===== config.mk =====
export PLATFORM = sky130hd
export DESIGN_NAME = adc_control_and_mux_select
export DESIGN_NICKNAME = d
export VERILOG_FILES = /design/src/hw/adc_ctrl_pkg.sv /design/src/hw/adc_control_and_mux_select.sv
export VERILOG_INCLUDE_DIRS = /design/src /design/src/hw
export SDC_FILE = /design/constraint.sdc
export NUM_CORES = 1
export LEC_CHECK = 0
export BUFFER_PORTS_ARGS = -buffer_cell sky130_fd_sc_hd__buf_2
export CORE_MARGIN = 2
export CORE_UTILIZATION = 55
export DETAILED_ROUTE_END_ITERATION = 6
export GPL_TIMING_DRIVEN = 0
export HOLD_SLACK_MARGIN = 0.1
export PLACE_DENSITY = 0.76
export SLEW_MARGIN = 5
export SYNTH_ARGS = -nofsm -noshare
export SYNTH_HDL_FRONTEND = slang
export SYNTH_SLANG_ARGS = --single-unit

===== constraint.sdc =====
create_clock -name core_clk -period 5.3 [get_ports core_clk]
set_input_delay 1.59 -clock core_clk [delete_from_list [all_inputs] [get_ports core_clk]]
set_output_delay 1.59 -clock core_clk [all_outputs]
set_load 0.005 [all_outputs]

===== src/hw/adc_ctrl_params.svh =====
`ifndef ADC_CTRL_PARAMS_SVH
`define ADC_CTRL_PARAMS_SVH

// register addresses (3-bit plain port)
`define ADDR_CHAN_REF_SEL      3'h0
`define ADDR_CTRL_STATUS       3'h1
`define ADDR_RESULT_LOW        3'h2
`define ADDR_RESULT_HIGH       3'h3
`define ADDR_TRIG_CONFIG       3'h4

// channel_reference_select fields
`define CRS_REF_HI             7
`define CRS_REF_LO             6
`define CRS_LEFT_ALIGN         5
`define CRS_RESERVED           4
`define CRS_CHAN_HI            3
`define CRS_CHAN_LO            0

// converter_control_status fields
`define CCS_ENABLE             7
`define CCS_START              6
`define CCS_AUTO_TRIG          5
`define CCS_DONE_FLAG          4
`define CCS_IRQ_ENABLE         3
`define CCS_DIV_HI             2
`define CCS_DIV_LO             0

`define CRS_RESET              8'h00
`define CCS_RESET              8'h00
`define TRIG_RESET             3'h0
`define CRS_WRITE_MASK         8'hef

// conversion lengths in converter clock cycles
`define FIRST_CONV_CYCLES      5'd25
`define NORMAL_CONV_CYCLES     5'd13
`define FREE_RUN_SOURCE        3'h0
`define CODE_BITS              10

`endif


===== src/hw/adc_ctrl_pkg.sv =====
package adc_ctrl_pkg;

  typedef enum logic [1:0] {
    ref_external = 2'b00,
    ref_supply   = 2'b01,
    ref_reserved = 2'b10,
    ref_internal = 2'b11
  } reference_t;

  typedef enum logic [0:0] {
    conv_idle = 1'b0,
    conv_busy = 1'b1
  } conv_state_t;

  typedef struct packed {
    logic       start;
    logic [3:0] channel_select;
    logic [1:0] reference_select;
    logic       powered;
  } analog_ctrl_t;

  typedef struct packed {
    logic [7:0]  chan_ref;
    logic [3:0]  live_channel;
    logic [1:0]  live_reference;
    logic        enable;
    logic        start;
    logic        auto_trig;
    logic        done_flag;
    logic        irq_enable;
    logic [2:0]  divider;
    logic [2:0]  trig_source;
    logic [6:0]  prescale;
    logic        conv_tick;
    conv_state_t state;
    logic        first_pending;
    logic [4:0]  cycle_count;
    logic [9:0]  result;
    logic [9:0]  shown;
    logic        low_read_hold;
    logic        trig_prev;
    logic [7:0]  trig_s1;
    logic [7:0]  trig_s2;
    logic        core_start;
    logic [7:0]  read_data;
  } adc_state_t;

endpackage


===== src/hw/adc_control_and_mux_select.sv =====
// The placing of the registers and strobed register access were decided locally.
`timescale 1ns/1ps
`include "adc_ctrl_params.svh"

module adc_control_and_mux_select (
  input  wire logic                       core_clk,
  input  wire logic                       rst_n,
  input  wire logic [2:0]                 reg_addr,
  input  wire logic [7:0]                 reg_wdata,
  input  wire logic                       reg_write,
  input  wire logic                       reg_read,
  output logic [7:0]                      reg_rdata,
  input  wire logic [7:0]                 trigger_sources,
  input  wire logic                       global_irq_enable,
  input  wire logic                       irq_vector_ack,
  output logic                            conversion_irq,
  output adc_ctrl_pkg::analog_ctrl_t      analog_ctrl,
  input  wire logic [`CODE_BITS-1:0]      core_code,
  input  wire logic                       core_done
);
  import adc_ctrl_pkg::*;

  adc_state_t st;
  adc_state_t next_st;

  // prescale terminal count for a divider code; 000 and 001 both divide by 2
  function automatic logic [6:0] prescale_limit(input logic [2:0] code);
    logic [6:0] limit;
    unique case (code)
      3'h0: limit = 7'h01;
      3'h1: limit = 7'h01;
      3'h2: limit = 7'h03;
      3'h3: limit = 7'h07;
      3'h4: limit = 7'h0f;
      3'h5: limit = 7'h1f;
      3'h6: limit = 7'h3f;
      3'h7: limit = 7'h7f;
    endcase
    return limit;
  endfunction

  // conversion length in converter cycles; the first one also initialises the core
  function automatic logic [4:0] conv_length(input logic first);
    logic [4:0] n;
    if (first) begin
      n = `FIRST_CONV_CYCLES;
    end else begin
      n = `NORMAL_CONV_CYCLES;
    end
    return n;
  endfunction

  // free running: auto trigger on with source code zero
  function automatic logic is_free_run(input logic       auto_on,
                                       input logic [2:0] source);
    return auto_on && (source == `FREE_RUN_SOURCE);
  endfunction

  // high result byte: top eight bits when left aligned, else the top two
  function automatic logic [7:0] result_high(input logic [9:0] code,
                                             input logic       left);
    logic [7:0] b;
    if (left) begin
      b = code[9:2];
    end else begin
      b = {6'h00, code[9:8]};
    end
    return b;
  endfunction

  // low result byte: bottom two bits on top when left aligned, else eight
  function automatic logic [7:0] result_low(input logic [9:0] code,
                                            input logic       left);
    logic [7:0] b;
    if (left) begin
      b = {code[1:0], 6'h00};
    end else begin
      b = code[7:0];
    end
    return b;
  endfunction

  // control and status read word, each bit at its own field position
  function automatic logic [7:0] status_byte(input adc_state_t s);
    logic [7:0] b;
    b                          = 8'h00;
    b[`CCS_ENABLE]             = s.enable;
    b[`CCS_START]              = s.start;
    b[`CCS_AUTO_TRIG]          = s.auto_trig;
    b[`CCS_DONE_FLAG]          = s.done_flag;
    b[`CCS_IRQ_ENABLE]         = s.irq_enable;
    b[`CCS_DIV_HI:`CCS_DIV_LO] = s.divider;
    return b;
  endfunction

  // one register hit: the strobe together with an exact address match
  function automatic logic reg_hit(input logic       strobe,
                                   input logic [2:0] addr,
                                   input logic [2:0] target);
    return strobe && (addr == target);
  endfunction

  // decoded strobes and per-cycle helpers of the sequencer
  logic        wr_crs;
  logic        wr_ccs;
  logic        wr_trig;
  logic        rd_low;
  logic        rd_high;
  logic        trig_level;
  logic        trig_rise;
  logic        want_start;
  logic        last_cycle;
  logic        conv_done;
  logic        free_running;
  logic [7:0]  shown_low;
  logic [7:0]  shown_high;
  logic [4:0]  conv_len;

  // register fields under their own names
  logic [3:0]  sel_channel;
  logic [1:0]  sel_reference;
  logic        sel_left_align;
  logic        w_enable;
  logic        w_start;
  logic        w_auto_trig;
  logic        w_flag_clear;
  logic        w_irq_enable;
  logic [2:0]  w_divider;

  // strobes decoded once against the address map
  assign wr_crs  = reg_hit(reg_write, reg_addr, `ADDR_CHAN_REF_SEL);
  assign wr_ccs  = reg_hit(reg_write, reg_addr, `ADDR_CTRL_STATUS);
  assign wr_trig = reg_hit(reg_write, reg_addr, `ADDR_TRIG_CONFIG);
  assign rd_low  = reg_hit(reg_read, reg_addr, `ADDR_RESULT_LOW);
  assign rd_high = reg_hit(reg_read, reg_addr, `ADDR_RESULT_HIGH);

  assign sel_channel    = st.chan_ref[`CRS_CHAN_HI:`CRS_CHAN_LO];
  assign sel_reference  = st.chan_ref[`CRS_REF_HI:`CRS_REF_LO];
  assign sel_left_align = st.chan_ref[`CRS_LEFT_ALIGN];
  assign w_enable       = reg_wdata[`CCS_ENABLE];
  assign w_start        = reg_wdata[`CCS_START];
  assign w_auto_trig    = reg_wdata[`CCS_AUTO_TRIG];
  assign w_flag_clear   = reg_wdata[`CCS_DONE_FLAG];
  assign w_irq_enable   = reg_wdata[`CCS_IRQ_ENABLE];
  assign w_divider      = reg_wdata[`CCS_DIV_HI:`CCS_DIV_LO];

  always_comb begin
    // defaults: every register holds, pulses fall back to zero
    next_st            = st;
    next_st.core_start = 1'b0;
    next_st.conv_tick  = 1'b0;
    next_st.read_data  = 8'h00;
    want_start         = 1'b0;

    // the data registers follow the alignment bit at once, even mid-conversion
    shown_low  = result_low(st.shown, sel_left_align);
    shown_high = result_high(st.shown, sel_left_align);

    // length and end of the running conversion
    conv_len     = conv_length(st.first_pending);
    last_cycle   = (st.state == conv_busy) && (st.cycle_count >= conv_len - 5'd1);
    conv_done    = last_cycle && st.conv_tick;
    free_running = is_free_run(st.auto_trig, st.trig_source);

    // every trigger bit passes two flops before the source mux reads it
    next_st.trig_s1   = trigger_sources;
    next_st.trig_s2   = st.trig_s1;
    trig_level        = st.trig_s2[st.trig_source];
    next_st.trig_prev = trig_level;
    trig_rise         = trig_level && !st.trig_prev;

    // register writes
    if (wr_crs) begin
      next_st.chan_ref = reg_wdata & `CRS_WRITE_MASK;
    end
    if (wr_trig) begin
      next_st.trig_source = reg_wdata[2:0];
      // seed with the new source's level so that a switch never fakes an edge
      next_st.trig_prev = st.trig_s2[reg_wdata[2:0]];
    end

    // selection follows the register only while idle or in the last cycle
    if (st.state == conv_idle || conv_done) begin
      next_st.live_channel   = sel_channel;
      next_st.live_reference = sel_reference;
    end

    // prescaler runs on the system clock; one-cycle tick per converter clock
    if (!st.enable) begin
      next_st.prescale = 7'h00;
    end else if (st.prescale >= prescale_limit(st.divider)) begin
      next_st.prescale  = 7'h00;
      next_st.conv_tick = 1'b1;
    end else begin
      next_st.prescale = st.prescale + 7'h01;
    end

    if (wr_ccs) begin
      if (!st.enable && w_enable) begin
        next_st.first_pending = 1'b1;
      end
      next_st.enable     = w_enable;
      next_st.auto_trig  = w_auto_trig;
      next_st.irq_enable = w_irq_enable;
      next_st.divider    = w_divider;
      // a zero in the start bit is never a stop request
      if (w_start) begin
        want_start = 1'b1;
      end
      // a one clears; software read-modify-write can drop a pending flag this way
      if (w_flag_clear) begin
        next_st.done_flag = 1'b0;
      end
    end

    // the interrupt vector acknowledge clears the flag as well
    if (irq_vector_ack) begin
      next_st.done_flag = 1'b0;
    end

    // a rising edge on the chosen source starts a conversion
    if (st.auto_trig && !free_running && trig_rise) begin
      want_start = 1'b1;
    end

    // conversion sequencer
    unique case (st.state)
      conv_idle: begin
        if (want_start && next_st.enable) begin
          next_st.start = 1'b1;
        end
        // conversions begin on a converter clock edge, never inside a period
        if (st.start && st.enable && st.conv_tick) begin
          next_st.state       = conv_busy;
          next_st.cycle_count = 5'd0;
          next_st.core_start  = 1'b1;
        end
      end
      conv_busy: begin
        if (st.conv_tick) begin
          next_st.cycle_count = st.cycle_count + 5'd1;
        end
        // the core may answer early; its code is kept until completion
        if (core_done) begin
          next_st.result = core_code;
        end
        if (conv_done) begin
          next_st.state         = conv_idle;
          next_st.first_pending = 1'b0;
          // the set comes after the clears above, so it wins a tie
          next_st.done_flag     = 1'b1;
          if (free_running) begin
            next_st.start = 1'b1;
          end else begin
            next_st.start = 1'b0;
          end
        end
      end
    endcase

    // a finished result is shown only if no low/high read pair is open
    if (!st.low_read_hold && conv_done) begin
      next_st.shown = next_st.result;
    end
    if (rd_low) begin
      next_st.low_read_hold = 1'b1;
    end
    if (rd_high) begin
      next_st.low_read_hold = 1'b0;
      next_st.shown         = next_st.result;
    end

    // clearing enable wins over start and sequencer state and drops a running conversion; a finish in the same cycle still sets the done flag
    if (!next_st.enable) begin
      next_st.state       = conv_idle;
      next_st.start       = 1'b0;
      next_st.cycle_count = 5'd0;
      next_st.core_start  = 1'b0;
    end

    // read data is registered and stands for the one cycle after the strobe
    if (reg_read) begin
      unique case (reg_addr)
        `ADDR_CHAN_REF_SEL: begin
          next_st.read_data = st.chan_ref;
        end
        `ADDR_CTRL_STATUS: begin
          next_st.read_data = status_byte(st);
        end
        `ADDR_RESULT_LOW: begin
          next_st.read_data = shown_low;
        end
        `ADDR_RESULT_HIGH: begin
          next_st.read_data = shown_high;
        end
        `ADDR_TRIG_CONFIG: begin
          next_st.read_data = {5'h00, st.trig_source};
        end
        default: begin
          // unmapped addresses read as zero
          next_st.read_data = 8'h00;
        end
      endcase
    end
  end

  // async reset clears every field, the done flag included
  always_ff @(posedge core_clk or negedge rst_n) begin
    if (!rst_n) begin
      st <= '0;
    end else begin
      st <= next_st;
    end
  end

  // read data comes straight from a flop, zero outside its one cycle
  assign reg_rdata      = st.read_data;
  assign conversion_irq = st.done_flag && st.irq_enable && global_irq_enable;

  // the core sees selections only through the locked copies
  assign analog_ctrl.start            = st.core_start;
  assign analog_ctrl.channel_select   = st.live_channel;
  assign analog_ctrl.reference_select = st.live_reference;
  assign analog_ctrl.powered          = st.enable;

endmodule // adc_control_and_mux_select


==> impl_metrics.env <==
export IMPL_outcome="complete, no violations"
export IMPL_post_cts_resized=0
export IMPL_crit_chain="buf_2 > and3_1 > buf_2"
export IMPL_floorplan_initialDensity_pct=57.7
export IMPL_die_w_um=88.9
export IMPL_synthDominantCellAreaShare_pct=54.3
export IMPL_dp_cells=472
export IMPL_synthToLayoutAreaGrowth_pct=14.6
export IMPL_drv_slew=0
export IMPL_async_flop_share_pct=100
export IMPL_cap_violations=0
export IMPL_p_per_area_nw_per_um2=323
export IMPL_end_kind="primary output"
export IMPL_cts_tree="done"
export IMPL_worstPathRequired_ns=3.71
export IMPL_cts_sinks=86
export IMPL_port_buffer_count=51
export IMPL_synth_largest_area_cell="dfrtp_1"
export IMPL_io_pins=53
export IMPL_ctsRootBufferMaster="clkbuf_8"
export IMPL_ys_warn_count=0
export IMPL_maxSlewHeadroom_pct=63.2
export IMPL_drt_pass1_iter_count=4
export IMPL_hold_path_class="reg -> reg"
export IMPL_setup_violations=0
export IMPL_synth_area_per_cell_um2=12.2
export IMPL_fmax_mhz=281
export IMPL_synth_area_leaders="dfrtp_1 (54%), mux2_2 (12%), ha_1 (3.5%)"
export IMPL_wl_per_cell_um=14.8
export IMPL_clk_pin_slew_worst_paths_ns=0.09
export IMPL_vdd_drop_max_mv=0.235
export IMPL_fillers=533
export IMPL_post_cts_repair_setup_buffers=0
export IMPL_gr_total_overflow=0
export IMPL_cp_common_cell="buf_2"
export IMPL_num_vias=2614
export IMPL_gp_congestion=0.937
export IMPL_finalCriticalPeriod_ns=3.56
export IMPL_worstSetupStartpoint="global_irq_enable"
export IMPL_die_h_um=88.9
export IMPL_numCtsBuffers=9
export IMPL_antennaDiodeCount=0
export IMPL_r2r_end="st[33]$_DFFE_PN0P_"
export IMPL_grt_pass1_vias=2489
export IMPL_hold_violations=0
export IMPL_hp_start="next_st[10]$_DFF_PN0_"
export IMPL_grt_pass1_wl_um=12200
export IMPL_crit_path_start_kind="input pin"
export IMPL_slowest_delay_ns=0.16
export IMPL_nNetsFinal=434
export IMPL_timing_rr_start="st[51]$_DFFE_PN0P_"
export IMPL_syn_inst=324
export IMPL_reg2reg_depth=6
export IMPL_fin_worst_skew_ns=0.0100
export IMPL_htree_levels=3
export IMPL_syn_cell_area_um2=3960
export IMPL_viasPerCell=5.36
export IMPL_final_cell_count_no_fill=488
export IMPL_synth_fp_nets=371
export IMPL_r2r_setup_slack_ns=3.16
export IMPL_routed_wl_um=7220
export IMPL_num_rows=30
export IMPL_hold_depth=0
export IMPL_grt_max_degree=45
export IMPL_ctsHoldBuffers=0
export IMPL_setup_tns_ns=0
export IMPL_antenna_found_initial=0
export IMPL_cp_max_fo=1
export IMPL_yosysSeqAreaShare_pct=54.3
export IMPL_grtUsageTotal_pct=20.5
export IMPL_cellLeakagePower_nw=2.23
export IMPL_rsz0062_at_grt="no"
export IMPL_arrival_ns=1.97
export IMPL_drt_iter0_drc=197
export IMPL_cts_buffer_depth=2
export IMPL_ant_nets=0
export IMPL_ys_ff_latch=86
export IMPL_die_area_um2=7900
export IMPL_slowest_stage="and3_1"
export IMPL_drc_errors=0
export IMPL_hpwl_um=5400
export IMPL_min_to="st[10]$_DFF_PN0_"
export IMPL_worst_setup_path_type="in -> out"
export IMPL_yosysUniqueCellTypes=44
export IMPL_drive_gt1_share_pct=34.9
export IMPL_tightest_slew_ns=0.552
export IMPL_synth_edff_count=0
export IMPL_core_area_um2=6870
export IMPL_ys_flop_type="dfrtp_1"
export IMPL_clock_latency_ns=0.34
export IMPL_timing_final_crit_share_pct=67.1
==> cells in the final DEF, fill, tap and decap left out, types with 2 or more instances in the layout <==
cell,n
mux2_1,2
xor2_1,3
o211ai_1,2
o31ai_1,2
a21oi_1,18
mux4_2,2
ha_1,11
clkbuf_8,10
inv_1,13
and3_1,5
buf_2,55
o21ai_0,12
mux4_1,2
clkinvlp_4,3
mux2i_1,10
mux2_2,41
a2bb2oi_1,3
nand2_1,19
nor3_1,3
clkbuf_1,4
a31oi_1,2
buf_4,17
o21a_1,2
xnor2_1,3
inv_6,2
nand4_1,2
nand3_1,11
nor2b_1,3
a22o_1,2
dfrtp_1,86
a21o_1,3
nor2_1,22
==> cells by family (layout without fill, tap and decap cells) <==
logic type	count (synthesis)	count (layout)	share of synthesized area, %
flops	86	86	54.3
simple gates	73	73	9.47
mux	58	58	17.6
compound gates	52	52	8.62
buf+inv	38	106	5.27
fa+ha+maj	11	11	3.47
xor+xnor	6	6	1.33
==> flip-flops by register name, summed over array words and instances, names as in the netlist <==
| signal | cells |
|---|---|
| analog_ctrl | 8 |
| sel_left_align | 1 |
| reg_rdata | 8 |
| st | 55 |
| sel_channel | 4 |
| next_st | 8 |
| sel_reference | 2 |
==> per-layer routing <==
layer | GRT usage [%] | vias to the layer above | part of all wire (%)
met1 | 30.8 | 1275 | 47
met5 | 0 | - | 0
met3 | 4.43 | 14 | 4.6
met4 | 5.79 | 0 | 1.3
li1 | - | 1263 | -
met2 | 30.3 | 62 | 47
==> layout make-up <==
cell class,count,area (µm²),area share (%)
Clock inverter,6,45.0,0.991
Timing Repair Buffer,52,278,6.11
Sequential cell,86,2150,47.4
Inverter,13,48.8,1.07
Multi-Input combinational cell,200,1600,35.3
Tap cell,96,120,2.64
Buffer,25,160,3.52
Clock buffer,10,138,3.03
==> worst max-delay path by stage <==
stage	to	cells past startpoint
after CTS	conversion_irq	3
after floorplan	conversion_irq	1
after global placement	conversion_irq	3
after detailed placement	conversion_irq	3
after global routing	conversion_irq	3
final	conversion_irq	3
==> worst max-delay path: cells and delay by family <==
kind / cells / cell delay (ns)
buf+inv: 2 / 0.22
simple gates: 1 / 0.16
==> stage by stage <==
step	power, W	util [%]	worst slack [ns]	cell area [µm²]	hold WS (ns)
6_report	0.00147	66.2	1.74	4540	0.352
5_1_grt	0.00155	66.2	1.73	4540	0.359
4_1_cts	0.00148	66.2	1.74	4540	0.354
3_5_place_dp	0.00106	63.5	1.74	4360	0.335
3_3_place_gp	0.00105	63.2	1.75	4340	0.331
2_1_floorplan	0.000963	-	1.95	3960	0.331
==> Yosys cell counts, types with 3 or more instances <==
| master | number |
|---|---|
| o21ai_0 | 12 |
| buf_4 | 16 |
| xor2_1 | 3 |
| clkbuf_1 | 4 |
| nor3_1 | 3 |
| nand3_1 | 11 |
| a21o_1 | 3 |
| dfrtp_1 | 86 |
| buf_2 | 5 |
| inv_1 | 13 |
| a21oi_1 | 18 |
| and3_1 | 5 |
| xnor2_1 | 3 |
| mux2_2 | 41 |
| a2bb2oi_1 | 3 |
| nor2_1 | 22 |
| nor2b_1 | 3 |
| ha_1 | 11 |
| mux2i_1 | 10 |
| nand2_1 | 19 |
==> report_power, final <==
group	internal, W	leakage (nW)	switching (W)
Clock	0.000186	0.0853	0.000237
Sequential	0.000729	1.11	0.0000612
Combinational	0.000138	1.04	0.000116
Total	0.00105	2.23	0.000414
No activity file was read; power rests on OpenSTA's default activity.
